===== config.mk =====
export PLATFORM = sky130hd
export DESIGN_NAME = spm_top
export DESIGN_NICKNAME = d
export VERILOG_FILES = /design/src/spm_pkg.sv /design/src/spm_top.sv
export SDC_FILE = /design/constraint.sdc
export NUM_CORES = 1
export LEC_CHECK = 0
export BUFFER_PORTS_ARGS = -buffer_cell sky130_fd_sc_hd__buf_4
export CAP_MARGIN = 25
export CORE_ASPECT_RATIO = 1.25
export CORE_MARGIN = 2
export CORE_UTILIZATION = 40
export DETAILED_ROUTE_END_ITERATION = 7
export MAX_ROUTING_LAYER = met4
export SLEW_MARGIN = 20
export SYNTH_ARGS = -nofsm -noshare
export SYNTH_HDL_FRONTEND = slang
export SYNTH_SLANG_ARGS = --single-unit

===== constraint.sdc =====
create_clock -name clk_i -period 5.15 [get_ports clk_i]
set_input_delay 0.7725 -clock clk_i [delete_from_list [all_inputs] [get_ports clk_i]]
set_output_delay 0.7725 -clock clk_i [all_outputs]
set_load 0.03 [all_outputs]

===== src/spm_pkg.sv =====
// package of constants for the serial master/slave port
// assumes a byte-wide register port and a single 200 MHz clock taken as the clock generator output
package spm_pkg;

   // ----------------------------------------------------------------
   // register offsets
   // ----------------------------------------------------------------
   localparam logic [15:0] SPM_OFS_CONTROL = 16'h0010;
   localparam logic [15:0] SPM_OFS_STATUS = 16'h0011;
   localparam logic [15:0] SPM_OFS_DATA = 16'h0012;

   // ----------------------------------------------------------------
   // serial_control fields
   // ----------------------------------------------------------------
   localparam int SPM_CB_RX_IE = 7;
   localparam int SPM_CB_MASTER = 5;
   localparam int SPM_CB_CPOL = 4;
   localparam int SPM_CB_CPHA = 3;
   localparam int SPM_CB_WOM = 2;
   localparam int SPM_CB_EN = 1;
   localparam int SPM_CB_TX_IE = 0;
   localparam logic [7:0] SPM_CONTROL_RST = 8'h28;
   localparam logic [7:0] SPM_CONTROL_WMASK = 8'hBF;

   // ----------------------------------------------------------------
   // serial_status_control fields
   // ----------------------------------------------------------------
   localparam int SPM_SB_RXF = 7;
   localparam int SPM_SB_ERR_IE = 6;
   localparam int SPM_SB_OVR = 5;
   localparam int SPM_SB_MODE_FAULT_FLAG = 4;
   localparam int SPM_SB_TXE = 3;
   localparam int SPM_SB_MODE_FAULT_ENABLE = 2;
   localparam int SPM_SB_RATE_HI = 1;
   localparam int SPM_SB_RATE_LO = 0;
   localparam logic [7:0] SPM_STATUS_CTL_RST = 8'h00;

   // ----------------------------------------------------------------
   // master rate divisors and transfer length
   // ----------------------------------------------------------------
   localparam logic [7:0] SPM_DIV_0 = 8'h02;
   localparam logic [7:0] SPM_DIV_1 = 8'h08;
   localparam logic [7:0] SPM_DIV_2 = 8'h20;
   localparam logic [7:0] SPM_DIV_3 = 8'h80;
   localparam logic [3:0] SPM_LAST_EDGE = 4'hF;

   typedef enum logic [1:0] {
      SPM_ST_IDLE = 2'b01,
      SPM_ST_BUSY = 2'b10
   } spm_state_t;

endpackage


===== src/spm_top.sv =====
// serial master/slave port: registers, master rate divider, shifter, flags
// assumes register strobes on clk_i and serial pins from outside, synchronised here
`timescale 1ns/1ps

// Behaviour
// - enabled slave keeps select pin as input only
// - deselected slave floats output, ignores clocks
// - master select pin gated by fault enable
// - clock idles at polarity; reset polarity0 phase1
// - wired-or makes clock and data open-drain
// - enable low gives partial reset, keeps controls
// - partial reset sets empty, aborts, clears shifter
// - master bit picks role, reset selects master
// - receive enable gates receive-full onto request
// - transmit enable gates empty flag onto request
// - receive-full set on byte, status-then-data clears
// - error enable gates overflow and mode fault
// - overflow keeps old byte, drops new byte
// - mode fault on select misuse per role
// - mode fault cleared by status then control write
// - dropping fault enable keeps a set fault
// - master mode fault disables the port
// - empty set on hand-off, cleared by write
// - master rate divisor 2,8,32,128 by field
// - separate transmit and receive buffers, no reset
module spm_top
   import spm_pkg::*;
(
   input wire logic clk_i,
   input wire logic rst_i,
   input wire logic [15:0] addr_i,
   input wire logic [7:0] wdata_i,
   input wire logic wr_i,
   input wire logic rd_i,
   output logic [7:0] rdata_o,
   output logic irq_o,
   input wire logic sck_i,
   output logic sck_o,
   output logic sck_oe_o,
   input wire logic mosi_i,
   output logic mosi_o,
   output logic mosi_oe_o,
   input wire logic miso_i,
   output logic miso_o,
   output logic miso_oe_o,
   input wire logic ss_n_i,
   output logic ss_gpio_o,
   output logic pullup_en_o
);

   // ----------------------------------------------------------------
   // pin synchronisers
   // ----------------------------------------------------------------
   logic [3:0] pin_s1_q;
   logic [3:0] pin_s2_q;
   logic sck_prev_q;
   logic ss_prev_q;

   always_ff @(posedge clk_i) begin
      pin_s1_q <= {ss_n_i, miso_i, mosi_i, sck_i};
      pin_s2_q <= pin_s1_q;
      sck_prev_q <= pin_s2_q[0];
      ss_prev_q <= pin_s2_q[3];
   end

   logic sck_s;
   logic mosi_s;
   logic miso_s;
   logic ss_n_s;
   assign sck_s = pin_s2_q[0];
   assign mosi_s = pin_s2_q[1];
   assign miso_s = pin_s2_q[2];
   assign ss_n_s = pin_s2_q[3];

   // ----------------------------------------------------------------
   // registers
   // ----------------------------------------------------------------
   logic [7:0] ctrl_q;
   logic err_ie_q;
   logic mode_fault_enable_q;
   logic [1:0] rate_q;
   logic rxf_q;
   logic ovr_q;
   logic mode_fault_flag_q;
   logic txe_q;
   logic [7:0] tx_buf_q;
   logic [7:0] rx_buf_q;
   logic [7:0] rdata_q;
   logic rxf_arm_q;
   logic ovr_arm_q;
   logic mode_fault_flag_arm_q;

   logic en;
   logic master;
   logic cpol;
   logic cpha;
   logic wom;
   assign en = ctrl_q[SPM_CB_EN];
   assign master = ctrl_q[SPM_CB_MASTER];
   assign cpol = ctrl_q[SPM_CB_CPOL];
   assign cpha = ctrl_q[SPM_CB_CPHA];
   assign wom = ctrl_q[SPM_CB_WOM];

   logic wr_ctrl;
   logic wr_stat;
   logic wr_data;
   logic rd_stat;
   logic rd_data;
   assign wr_ctrl = wr_i && (addr_i == SPM_OFS_CONTROL);
   assign wr_stat = wr_i && (addr_i == SPM_OFS_STATUS);
   assign wr_data = wr_i && (addr_i == SPM_OFS_DATA);
   assign rd_stat = rd_i && (addr_i == SPM_OFS_STATUS);
   assign rd_data = rd_i && (addr_i == SPM_OFS_DATA);

   logic [7:0] status_val;
   always_comb begin
      status_val = 8'h00;
      status_val[SPM_SB_RXF] = rxf_q;
      status_val[SPM_SB_ERR_IE] = err_ie_q;
      status_val[SPM_SB_OVR] = ovr_q;
      status_val[SPM_SB_MODE_FAULT_FLAG] = mode_fault_flag_q;
      status_val[SPM_SB_TXE] = txe_q;
      status_val[SPM_SB_MODE_FAULT_ENABLE] = mode_fault_enable_q;
      status_val[SPM_SB_RATE_HI] = rate_q[1];
      status_val[SPM_SB_RATE_LO] = rate_q[0];
   end

   // read data stands only in the cycle after the strobe
   always_ff @(posedge clk_i) begin
      if (rst_i) begin
         rdata_q <= 8'h00;
      end else if (rd_i) begin
         case (addr_i)
            SPM_OFS_CONTROL: rdata_q <= ctrl_q;
            SPM_OFS_STATUS: rdata_q <= status_val;
            SPM_OFS_DATA: rdata_q <= rx_buf_q;
            default: rdata_q <= 8'h00;
         endcase
      end else begin
         rdata_q <= 8'h00;
      end
   end
   assign rdata_o = rdata_q;

   // ----------------------------------------------------------------
   // mode fault detection
   // ----------------------------------------------------------------
   logic [3:0] edge_idx_q;
   logic busy;
   logic mode_fault;
   // master: select low at any time; slave: select rising mid-transfer
   assign mode_fault = en && mode_fault_enable_q && (master ? !ss_n_s
                     : (ss_n_s && !ss_prev_q && busy));

   always_ff @(posedge clk_i) begin
      if (rst_i) begin
         ctrl_q <= SPM_CONTROL_RST;
      end else begin
         if (wr_ctrl) begin
            ctrl_q <= wdata_i & SPM_CONTROL_WMASK;
         end
         if (mode_fault && master) begin
            ctrl_q[SPM_CB_EN] <= 1'b0;
         end
      end
   end

   always_ff @(posedge clk_i) begin
      if (rst_i) begin
         err_ie_q <= SPM_STATUS_CTL_RST[SPM_SB_ERR_IE];
         mode_fault_enable_q <= SPM_STATUS_CTL_RST[SPM_SB_MODE_FAULT_ENABLE];
         rate_q <= SPM_STATUS_CTL_RST[SPM_SB_RATE_HI:SPM_SB_RATE_LO];
      end else if (wr_stat) begin
         err_ie_q <= wdata_i[SPM_SB_ERR_IE];
         mode_fault_enable_q <= wdata_i[SPM_SB_MODE_FAULT_ENABLE];
         rate_q <= wdata_i[SPM_SB_RATE_HI:SPM_SB_RATE_LO];
      end
   end

   // ----------------------------------------------------------------
   // master rate divider
   // ----------------------------------------------------------------
   function automatic logic [7:0] rate_div(input logic [1:0] sel);
      case (sel)
         2'b00: rate_div = SPM_DIV_0;
         2'b01: rate_div = SPM_DIV_1;
         2'b10: rate_div = SPM_DIV_2;
         default: rate_div = SPM_DIV_3;
      endcase
   endfunction

   spm_state_t state_q;
   logic [7:0] div_cnt_q;
   logic tick;
   // one serial clock half period lasts the divisor, so sck = clk / (2 * divisor)
   assign tick = (state_q == SPM_ST_BUSY) && (div_cnt_q == rate_div(rate_q) - 8'h01);

   always_ff @(posedge clk_i) begin
      if (rst_i || !en || state_q != SPM_ST_BUSY || tick) begin
         div_cnt_q <= 8'h00;
      end else begin
         div_cnt_q <= div_cnt_q + 8'h01;
      end
   end

   // ----------------------------------------------------------------
   // shifter and edge sequencing
   // ----------------------------------------------------------------
   logic [7:0] shift_q;
   logic rx_bit_q;
   logic sck_q;
   logic slave_sel;
   logic slave_edge;
   logic edge_ev;
   logic sample_edge;
   logic din;
   logic done;
   logic load;
   logic cap_q;
   logic cap_last_q;
   logic [7:0] mrx_q;
   logic rx_done;

   assign slave_sel = en && !master && !ss_n_s;
   // deselected slave sees no clock edges at all
   assign slave_edge = slave_sel && (sck_s != sck_prev_q);
   assign edge_ev = master ? tick : slave_edge;
   assign busy = master ? (state_q == SPM_ST_BUSY) : (edge_idx_q != 4'h0);
   assign sample_edge = (edge_idx_q[0] == cpha);
   assign din = master ? miso_s : mosi_s;
   assign done = edge_ev && (edge_idx_q == SPM_LAST_EDGE);
   assign load = en && !txe_q && !busy && !edge_ev &&
                 (master ? (state_q == SPM_ST_IDLE) : 1'b1);

   always_ff @(posedge clk_i) begin
      if (rst_i || !en) begin
         state_q <= SPM_ST_IDLE;
      end else begin
         case (state_q)
            SPM_ST_IDLE: if (load && master) state_q <= SPM_ST_BUSY;
            SPM_ST_BUSY: if (done || !master) state_q <= SPM_ST_IDLE;
            default: state_q <= SPM_ST_IDLE;
         endcase
      end
   end

   always_ff @(posedge clk_i) begin
      if (rst_i || !en) begin
         edge_idx_q <= 4'h0;
         shift_q <= 8'h00;
         rx_bit_q <= 1'b0;
      end else if (!master && ss_n_s) begin
         edge_idx_q <= 4'h0;
         if (load) begin
            shift_q <= tx_buf_q;
         end
      end else if (load) begin
         shift_q <= tx_buf_q;
      end else if (edge_ev) begin
         edge_idx_q <= edge_idx_q + 4'h1;
         // the first edge in phase 1 leaves the data line alone, keeping the partner's hold time
         if (sample_edge) begin
            rx_bit_q <= din;
         end else if (!(cpha && edge_idx_q == 4'h0)) begin
            shift_q <= {shift_q[6:0], rx_bit_q};
         end
      end
   end

   // serial clock rests at the polarity level between bytes
   always_ff @(posedge clk_i) begin
      if (rst_i) begin
         sck_q <= 1'b0;
      end else if (state_q != SPM_ST_BUSY || !en) begin
         sck_q <= cpol;
      end else if (tick) begin
         sck_q <= !sck_q;
      end
   end

   // miso comes through the synchroniser, so the master takes it one cycle after its edge;
   // at the fastest rate the line would otherwise still show the previous bit
   always_ff @(posedge clk_i) begin
      if (rst_i || !en || !master) begin
         cap_q <= 1'b0;
         cap_last_q <= 1'b0;
      end else begin
         cap_q <= tick && sample_edge;
         cap_last_q <= done;
         if (cap_q) begin
            mrx_q <= {mrx_q[6:0], miso_s};
         end
      end
   end

   logic [7:0] rx_byte;
   assign rx_done = master ? cap_last_q : done;
   assign rx_byte = master ? (cap_q ? {mrx_q[6:0], miso_s} : mrx_q)
                  : (sample_edge ? {shift_q[6:0], din} : {shift_q[6:0], rx_bit_q});

   // ----------------------------------------------------------------
   // flags and buffers
   // ----------------------------------------------------------------
   always_ff @(posedge clk_i) begin
      if (wr_data) begin
         tx_buf_q <= wdata_i;
      end
      if (rx_done && !rxf_q) begin
         rx_buf_q <= rx_byte;
      end
   end

   always_ff @(posedge clk_i) begin
      if (rst_i) begin
         txe_q <= 1'b1;
      end else if (!en || load) begin
         txe_q <= 1'b1;
      end else if (wr_data) begin
         txe_q <= 1'b0;
      end
   end

   // a status read that sees a flag arms its clear; the set always wins
   always_ff @(posedge clk_i) begin
      if (rst_i) begin
         rxf_q <= 1'b0;
         ovr_q <= 1'b0;
         rxf_arm_q <= 1'b0;
         ovr_arm_q <= 1'b0;
      end else begin
         if (rd_stat) begin
            rxf_arm_q <= rxf_q;
            ovr_arm_q <= ovr_q;
         end else if (rd_data) begin
            rxf_arm_q <= 1'b0;
            ovr_arm_q <= 1'b0;
         end
         if (rx_done && !rxf_q) begin
            rxf_q <= 1'b1;
         end else if (rd_data && rxf_arm_q) begin
            rxf_q <= 1'b0;
         end
         if (rx_done && rxf_q) begin
            ovr_q <= 1'b1;
         end else if (rd_data && ovr_arm_q) begin
            ovr_q <= 1'b0;
         end
      end
   end

   always_ff @(posedge clk_i) begin
      if (rst_i) begin
         mode_fault_flag_q <= 1'b0;
         mode_fault_flag_arm_q <= 1'b0;
      end else begin
         if (rd_stat) begin
            mode_fault_flag_arm_q <= mode_fault_flag_q;
         end else if (wr_ctrl) begin
            mode_fault_flag_arm_q <= 1'b0;
         end
         // only setting depends on the enable, so clearing it leaves the flag alone
         if (mode_fault) begin
            mode_fault_flag_q <= 1'b1;
         end else if (wr_ctrl && mode_fault_flag_arm_q) begin
            mode_fault_flag_q <= 1'b0;
         end
      end
   end

   assign irq_o = (ctrl_q[SPM_CB_RX_IE] && rxf_q)
                || (ctrl_q[SPM_CB_TX_IE] && txe_q && en)
                || (err_ie_q && (ovr_q || mode_fault_flag_q));

   // ----------------------------------------------------------------
   // pins
   // ----------------------------------------------------------------
   logic drv_sck;
   logic drv_mosi;
   logic drv_miso;
   assign drv_sck = en && master;
   assign drv_mosi = en && master;
   assign drv_miso = slave_sel;

   // wired-or pins only pull low; the external pullup supplies the high level
   assign sck_o = sck_q;
   assign mosi_o = shift_q[7];
   assign miso_o = shift_q[7];
   assign sck_oe_o = drv_sck && (!wom || !sck_q);
   assign mosi_oe_o = drv_mosi && (!wom || !shift_q[7]);
   assign miso_oe_o = drv_miso && (!wom || !shift_q[7]);
   assign pullup_en_o = !wom;

   // an enabled slave never gives the select pin back; an enabled master does unless faults are watched; a disabled port always does
   assign ss_gpio_o = !en || (master && !mode_fault_enable_q);

endmodule // spm_top


==> flow_summary.rst, run 1 <==
.. list-table::
   :header-rows: 1

   * - Metric
     - Value
   * - Outcome
     - finished, final reports clean
   * - Share of synthesized area occupied by flip-flops and latches
     - 0.549
   * - Final routed wirelength across all metal layers
     - 8.19 mm
   * - Vias in the first global route
     - 2514
   * - Pre-CTS WS
     - 2.23 ns
   * - Highest-delay cell along the critical path
     - sky130_fd_sc_hd__dfxtp_1
   * - Netlist cell types
     - 54
   * - Critical path capture point type
     - output port
   * - Critical setup path kind
     - reg2out
   * - Async set or reset register ratio after synthesis
     - 0
   * - Number of port buffers
     - 48
   * - Post-synthesis area per instance
     - 10.1 um^2
   * - VDD IR-drop max
     - 0.000154 V
   * - Prevailing post-synth register cell
     - sky130_fd_sc_hd__dfxtp_1
   * - Initial cell density of the core
     - 0.411
   * - # Post-CTS Setup Buffers
     - 0
   * - Total via count in the routed design
     - 2705
   * - Per-cell routed wire length
     - 15.6 um
   * - Arrival time reported for the critical path endpoint
     - 2.12 ns
   * - Post-Synthesis Cell Area
     - 0.00358 mm^2
   * - Number of clock sinks seen by CTS
     - 86
   * - Worst reg2reg endpoint
     - shift_q[5]
   * - Setup TNS Final
     - 0 ns
   * - Site Rows
     - 38
   * - Area taken by flip-flops and latches
     - 0.00196 mm^2
   * - Core Area
     - 0.00870 mm^2
   * - Die X
     - 88.6 um
   * - Critical hold path startpoint
     - pin_s1_q[2]
   * - Placed Area
     - 0.00402 mm^2
   * - Boundary Pins
     - 49
   * - Hold Crit Class
     - reg2reg
   * - Number of buffers added to fix hold violations after cts
     - 0
   * - Largest driver fanout on the critical path
     - 18
   * - CTS tree
     - built
   * - Delay of the slowest critical-path stage
     - 0.77 ns
   * - Startpoint Class
     - flip-flop
   * - Diode insertion count for antenna repair
     - 0
   * - Share of post-route cells with drive strength above 1
     - 0.205
   * - Leading post-synthesis cells by cell area
     - sky130_fd_sc_hd__dfxtp_1 35%, sky130_fd_sc_hd__edfxtp_1 20%, sky130_fd_sc_hd__nor2_1 5.0%, sky130_fd_sc_hd__a21oi_1 4.2%, sky130_fd_sc_hd__nand2_1 3.7%
   * - Initial antenna violation count
     - 0
   * - Antenna-violating nets left
     - 0
   * - Cell leakage power
     - 1.57 nW
   * - Skew-Pair Late Insertion Delay
     - 0.36 ns
   * - Number of cells on the worst hold path
     - 0
   * - Ranking of synthesized cells by instance count
     - 62 x sky130_fd_sc_hd__dfxtp_1, 48 x sky130_fd_sc_hd__nor2_1, 35 x sky130_fd_sc_hd__nand2_1, 30 x sky130_fd_sc_hd__a21oi_1, 24 x sky130_fd_sc_hd__edfxtp_1
   * - Area growth from synthesis to layout
     - 18.6%
   * - Ys Warns
     - 0
   * - Areal power density over the cells
     - 295 mW/mm^2
   * - Via-per-instance ratio
     - 5.16
   * - H-Tree Level Count
     - 3
   * - Number of buffers created by CTS
     - 9
   * - Final std cell area, no fill
     - 0.00424 mm^2
   * - Maximum number of pins on one net before global-route repair
     - 20
   * - Multi-input gate area
     - 0.00150 mm^2
   * - Unrepaired setup endpoints after global routing
     - false
   * - Detailed placer's ending HPWL
     - 5.94 mm
   * - All-Layer GR Usage
     - 0.186
   * - Count of endpoints failing setup in the final report
     - 0
   * - Max Cap Viol
     - 0
   * - Number of max-slew violations in the final report
     - 0
   * - Final GP Congestion
     - 0.779
   * - Worst path setup slack after routing
     - 2.26 ns
   * - CTS root buffer
     - sky130_fd_sc_hd__clkbuf_8
   * - Height of the chip
     - 110 um
   * - Hold path endpoint
     - pin_s2_q[2]
   * - Final Net Count
     - 435
   * - Clock transition at path regs
     - 0.09 ns
   * - Period Utilization, post-route
     - 0.562
   * - Iter 0 DRT Violations
     - 189
   * - Grt ovf
     - 0
   * - Worst slew margin relative to its limit
     - 0.334
   * - Buffers and inverters on the worst path
     - 2
   * - Leading cell type by number of instances after synthesis
     - sky130_fd_sc_hd__dfxtp_1
   * - Reg-to-reg setup timing slack
     - 2.31 ns
   * - Number of synthesized flops with an enable pin
     - 24
   * - Hold violation total from the final report
     - 0
   * - Post-detailed-route DRC marker count
     - 0
   * - Post-Synthesis Net Count
     - 391
   * - Worst-Margin Slew
     - 0.997 ns
   * - Post-Syn Instances
     - 355
   * - Wire length of the first global-routing pass
     - 13.1 mm
   * - Cell depth of the worst flop-to-flop path
     - 8
   * - TritonRoute pass-1 iters
     - 4
   * - Synthesis-stage register bit count
     - 86
   * - Post-cts sizing count
     - 0
   * - Post-layout min period
     - 2.89 ns
   * - Crit path cell chain
     - inv_1 -> o21ai_0 -> buf_4
   * - Area share of the largest cell type after synthesis
     - 0.347
   * - Post-route clock skew
     - 0.0128 ns
   * - Total die area
     - 0.00972 mm^2
   * - Maximum frequency from static timing analysis
     - 0.346 GHz
   * - Cell type with the largest total area after synthesis
     - sky130_fd_sc_hd__dfxtp_1
   * - Worst reg2reg startpoint
     - edge_idx_q[0]
   * - Filler cells
     - 837
   * - Max Buffers Root-to-Sink
     - 2
   * - Top delay family on crit path
     - flip-flops
   * - Required time worst endpoint
     - 4.38 ns
[layer usage]
metal / up-vias / GRT usage / wire, um
li1: 1370 / - / -
met1: 1280 / 0.246 / 3870
met2: 42 / 0.280 / 3960
met3: 13 / 0.0300 / 187
met4: 0 / 0.0823 / 176
met5: - / - / 0
[how the worst max path moves through the flow]
stage | startpoint | end | slack [ns] | cells past startpoint
2_1_floorplan | ctrl_q[5] | ss_gpio_o | 2.78 | 4
3_3_place_gp | addr_i[3] | rate_q[1] | 2.32 | 7
3_5_place_dp | addr_i[3] | rate_q[1] | 2.23 | 7
4_1_cts | ctrl_q[5] | ss_gpio_o | 2.21 | 3
5_1_grt | ctrl_q[5] | ss_gpio_o | 2.11 | 3
6_report | ctrl_q[5] | ss_gpio_o | 2.26 | 3
[stage by stage]
step	std cells	utilization	hold slack (ns)	total power [mW]
floorplan	355	-	0.310	0.718
global placement	508	0.462	0.311	0.742
detailed placement	508	0.462	0.314	0.742
CTS	524	0.487	0.334	1.26
global route	524	0.487	0.343	1.30
finish	524	0.487	0.330	1.25
[cells by family after synthesis]
group,count (synthesis),share of synthesized area
AO/OA/AOI/OAI,78,0.144
XOR/XNOR,11,0.0269
adder cells (fa/ha/maj),4,0.0140
buffers and inverters,27,0.0322
flip-flops,86,0.549
multiplexers,21,0.0619
AND/OR/NAND/NOR,128,0.173
[cells in the final DEF (no fill, tap or decap), types with 4 or more instances in the layout]
master                     count
sky130_fd_sc_hd__inv_1        11
sky130_fd_sc_hd__nand3_1      12
sky130_fd_sc_hd__o31ai_1       8
sky130_fd_sc_hd__mux2_2        9
sky130_fd_sc_hd__mux2i_1      12
sky130_fd_sc_hd__xor2_1        5
sky130_fd_sc_hd__clkbuf_8      9
sky130_fd_sc_hd__nand2_1      35
sky130_fd_sc_hd__buf_4        49
sky130_fd_sc_hd__nor2_1       48
sky130_fd_sc_hd__xnor2_1       6
sky130_fd_sc_hd__ha_1          4
sky130_fd_sc_hd__nor2b_1       4
sky130_fd_sc_hd__a21oi_1      30
sky130_fd_sc_hd__o21ai_0       9
sky130_fd_sc_hd__a32oi_1       4
sky130_fd_sc_hd__a22oi_1       9
sky130_fd_sc_hd__nor3_1        4
sky130_fd_sc_hd__dfxtp_1      62
sky130_fd_sc_hd__edfxtp_1     24
[power by group]
| group | switching [mW] | total, mW | internal [mW] |
|---|---|---|---|
| combinational | 0.0120 | 0.0290 | 0.0170 |
| sequential | 0.00182 | 0.697 | 0.695 |
| clock | 0.249 | 0.525 | 0.276 |
[area by class of cell]
type,count,share of cell area
Sequential cell,86,0.463
Multi-Input combinational cell,242,0.353
Timing Repair Buffer,49,0.0868
Inverter,11,0.00974
Clock buffer,9,0.0292
Clock inverter,7,0.0227
Tap cell,120,0.0354
[state kept, by name (all words and copies together), names as in the netlist, 2 cells and up]
| name | count |
|---|---|
| pin_s2_q | 4 |
| ctrl_q | 7 |
| shift_q | 8 |
| rate_q | 2 |
| edge_idx_q | 4 |
| state_q | 2 |
| rdata_o | 8 |
| pin_s1_q | 4 |
| div_cnt_q | 8 |
| rx_buf_q | 8 |
| mrx_q | 8 |
| tx_buf_q | 8 |
[worst reg2reg max path, cell delays in order, from the launching register on]
cell and delay [ns]:
sky130_fd_sc_hd__dfxtp_1 0.35, sky130_fd_sc_hd__inv_1 0.13, sky130_fd_sc_hd__ha_1 0.16, sky130_fd_sc_hd__or3b_2 0.49
sky130_fd_sc_hd__o22ai_1 0.19, sky130_fd_sc_hd__and4b_1 0.54, sky130_fd_sc_hd__a211o_1 0.50, sky130_fd_sc_hd__mux2i_1 0.28
sky130_fd_sc_hd__a21oi_1 0.10
(Power assumes the default switching activity.)
==> inputs of run 2 (changes only) <==
==> constraint.sdc (replaced) <==
create_clock -name clk_i -period 2.66 [get_ports clk_i]
set_input_delay 0.399 -clock clk_i [delete_from_list [all_inputs] [get_ports clk_i]]
set_output_delay 0.399 -clock clk_i [all_outputs]
set_load 0.03 [all_outputs]
==> run 2 against run 1 <==
Compared with the run above: register-to-register slack got worse by 2.0 ns; setup slack worse by 2.0 ns; critical endpoint is now shift_q[5]; via count up 2.4%; power up 93%; clock skew decreased by 0.0014 ns; design area up 1.8%; largest cell class unchanged; cell count increased by 1.9%.
==> flow_summary.rst, run 2 (synthesized netlist as in run 1, its figures left out) <==
.. list-table::
   :header-rows: 1

   * - Metric
     - Value
   * - Worst slew margin relative to its limit
     - 0.679
   * - CTS root buffer
     - sky130_fd_sc_hd__clkbuf_8
   * - Hold path endpoint
     - pin_s1_q[2]
   * - Startpoint Class
     - flip-flop
   * - Vias in the first global route
     - 2630
   * - Worst reg2reg endpoint
     - shift_q[5]
   * - Placed Area
     - 0.00410 mm^2
   * - Setup TNS Final
     - 0 ns
   * - Count of endpoints failing setup in the final report
     - 0
   * - Clock transition at path regs
     - 0.09 ns
   * - TritonRoute pass-1 iters
     - 4
   * - Post-detailed-route DRC marker count
     - 0
   * - Unrepaired setup endpoints after global routing
     - false
   * - Outcome
     - finished, final reports clean
   * - Period Utilization, post-route
     - 0.893
   * - Delay of the slowest critical-path stage
     - 0.45 ns
   * - CTS tree
     - built
   * - Areal power density over the cells
     - 559 mW/mm^2
   * - Crit path cell chain
     - or2_2 -> ha_1 -> xnor2_1 -> a211o_1 -> a211o_1 -> mux2i_1 -> a21oi_1
   * - Combinational fraction of design power
     - 0.023
   * - Post-layout min period
     - 2.38 ns
   * - Grt ovf
     - 0
   * - Maximum number of pins on one net before global-route repair
     - 20
   * - Switching component of the power
     - 0.528 mW
   * - # Post-CTS Setup Buffers
     - 0
   * - Critical Path Most Common Cell
     - sky130_fd_sc_hd__a211o_1
   * - Part of the power in registers
     - 0.559
   * - Share of post-route cells with drive strength above 1
     - 0.225
   * - Worst reg2reg startpoint
     - rate_q[0]
   * - Core Area
     - 0.00870 mm^2
   * - Iter 0 DRT Violations
     - 192
   * - Die X
     - 88.6 um
   * - Maximum frequency from static timing analysis
     - 0.421 GHz
   * - H-Tree Level Count
     - 3
   * - Most used cells in the layout excluding fill and tap cells
     - 62 x sky130_fd_sc_hd__dfxtp_1, 59 x sky130_fd_sc_hd__buf_4, 48 x sky130_fd_sc_hd__nor2_1
   * - VDD IR-drop max
     - 0.000366 V
   * - Max Buffers Root-to-Sink
     - 2
   * - Hold violation total from the final report
     - 0
   * - Filler cells
     - 821
   * - Initial cell density of the core
     - 0.411
   * - Arrival time reported for the critical path endpoint
     - 2.62 ns
   * - Number of buffers created by CTS
     - 9
   * - Cell depth of the worst flop-to-flop path
     - 7
   * - Post-route clock skew
     - 0.0114 ns
   * - Via-per-instance ratio
     - 5.19
   * - Worst-Margin Slew
     - 0.477 ns
   * - Final GP Congestion
     - 0.820
   * - Cell leakage power
     - 1.63 nW
   * - Total via count in the routed design
     - 2770
   * - Fraction of power spent switching nets
     - 0.219
   * - Top delay family on crit path
     - compound AO/OA/AOI/OAI gates
   * - Largest driver fanout on the critical path
     - 8
   * - Buffers and inverters on the worst path
     - 0
   * - Critical hold path startpoint
     - miso_i
   * - Post-cts sizing count
     - 0
   * - Total die area
     - 0.00972 mm^2
   * - Wire length of the first global-routing pass
     - 13.5 mm
   * - Highest-delay cell along the critical path
     - sky130_fd_sc_hd__a211o_1
   * - Fraction of power consumed by the clock network
     - 0.417
   * - Reg-to-reg setup timing slack
     - 0.28 ns
   * - Diode insertion count for antenna repair
     - 0
   * - Number of port buffers
     - 48
   * - Cell Int Power
     - 1.89 mW
   * - Initial antenna violation count
     - 0
   * - Number of max-slew violations in the final report
     - 0
   * - Number of buffers added to fix hold violations after cts
     - 0
   * - Most common cell after layout, fill and taps aside
     - sky130_fd_sc_hd__dfxtp_1
   * - Max Cap Viol
     - 0
   * - Site Rows
     - 38
   * - Boundary Pins
     - 49
   * - Detailed placer's ending HPWL
     - 6.24 mm
   * - All-Layer GR Usage
     - 0.190
   * - Skew-Pair Late Insertion Delay
     - 0.36 ns
   * - Number of clock sinks seen by CTS
     - 86
   * - Height of the chip
     - 110 um
   * - Critical path capture point type
     - flip-flop
   * - Final Net Count
     - 445
   * - Number of cells on the worst hold path
     - 1
   * - Antenna-violating nets left
     - 0
   * - Area growth from synthesis to layout
     - 20.7%
   * - Final std cell area, no fill
     - 0.00432 mm^2
   * - Final routed wirelength across all metal layers
     - 8.42 mm
   * - Hold Crit Class
     - in2reg
   * - Critical setup path kind
     - reg2reg
   * - Required time worst endpoint
     - 2.90 ns
   * - Per-cell routed wire length
     - 15.8 um
-- run 2: final cells by class --
class / count / area [um^2] / share of cell area
clock inverter: 6 / 72.6 / 0.0168
tap: 120 / 150 / 0.0348
clock buffer: 10 / 149 / 0.0345
timing repair buffer: 59 / 443 / 0.103
multi-input combinational: 242 / 1500 / 0.347
inverter: 11 / 41.3 / 0.00957
sequential: 86 / 1960 / 0.454
-- run 2: worst max-delay path by stage --
stage / cells past startpoint / from / to / slack, ns
2_1_floorplan: 8 / rate_q[0] / edge_idx_q[3] / 0.38
3_3_place_gp: 7 / rate_q[0] / shift_q[3] / 0.37
3_5_place_dp: 7 / rate_q[0] / shift_q[6] / 0.29
4_1_cts: 7 / rate_q[0] / shift_q[6] / 0.28
5_1_grt: 8 / rate_q[1] / edge_idx_q[3] / 0.13
6_report: 7 / rate_q[0] / shift_q[5] / 0.28
-- run 2: metal layers --
| metal | GRT usage | vias up | share of wire |
|---|---|---|---|
| met5 | - | - | 0 |
| met4 | 0.0812 | 0 | 0.021 |
| met3 | 0.0300 | 13 | 0.032 |
| met2 | 0.303 | 45 | 0.51 |
| met1 | 0.239 | 1327 | 0.44 |
| li1 | - | 1385 | - |
-- run 2: worst reg2reg max path: cells and delay by family, from the launching register on --
| family | cells | cell delay [ns] |
|---|---|---|
| and+or+nand+nor | 1 | 0.32 |
| AOI/OAI and AO/OA | 3 | 0.89 |
| DFF | 1 | 0.38 |
| xor gates and xnor gates | 1 | 0.15 |
| adders and majority gates | 1 | 0.31 |
| muxes | 1 | 0.21 |
-- run 2: power groups by stage --
stage	clock network, mW	registers (mW)	logic (mW)
6_report	1.01	1.35	0.0557
5_1_grt	1.08	1.35	0.0595
4_1_cts	1.03	1.35	0.0560
3_5_place_dp	0	1.38	0.0558
3_3_place_gp	0	1.38	0.0552
2_1_floorplan	0	1.38	0.0113
-- run 2: metrics by stage --
stage	setup WS (ns)	hold slack, ns	utilization	cells	total power, mW
finish	0.284	0.141	0.496	534	2.41
global route	0.127	0.115	0.496	534	2.49
CTS	0.278	0.122	0.496	534	2.44
detailed placement	0.294	0.314	0.471	518	1.44
global placement	0.371	0.311	0.471	518	1.44
floorplan	0.384	0.310	-	355	1.39
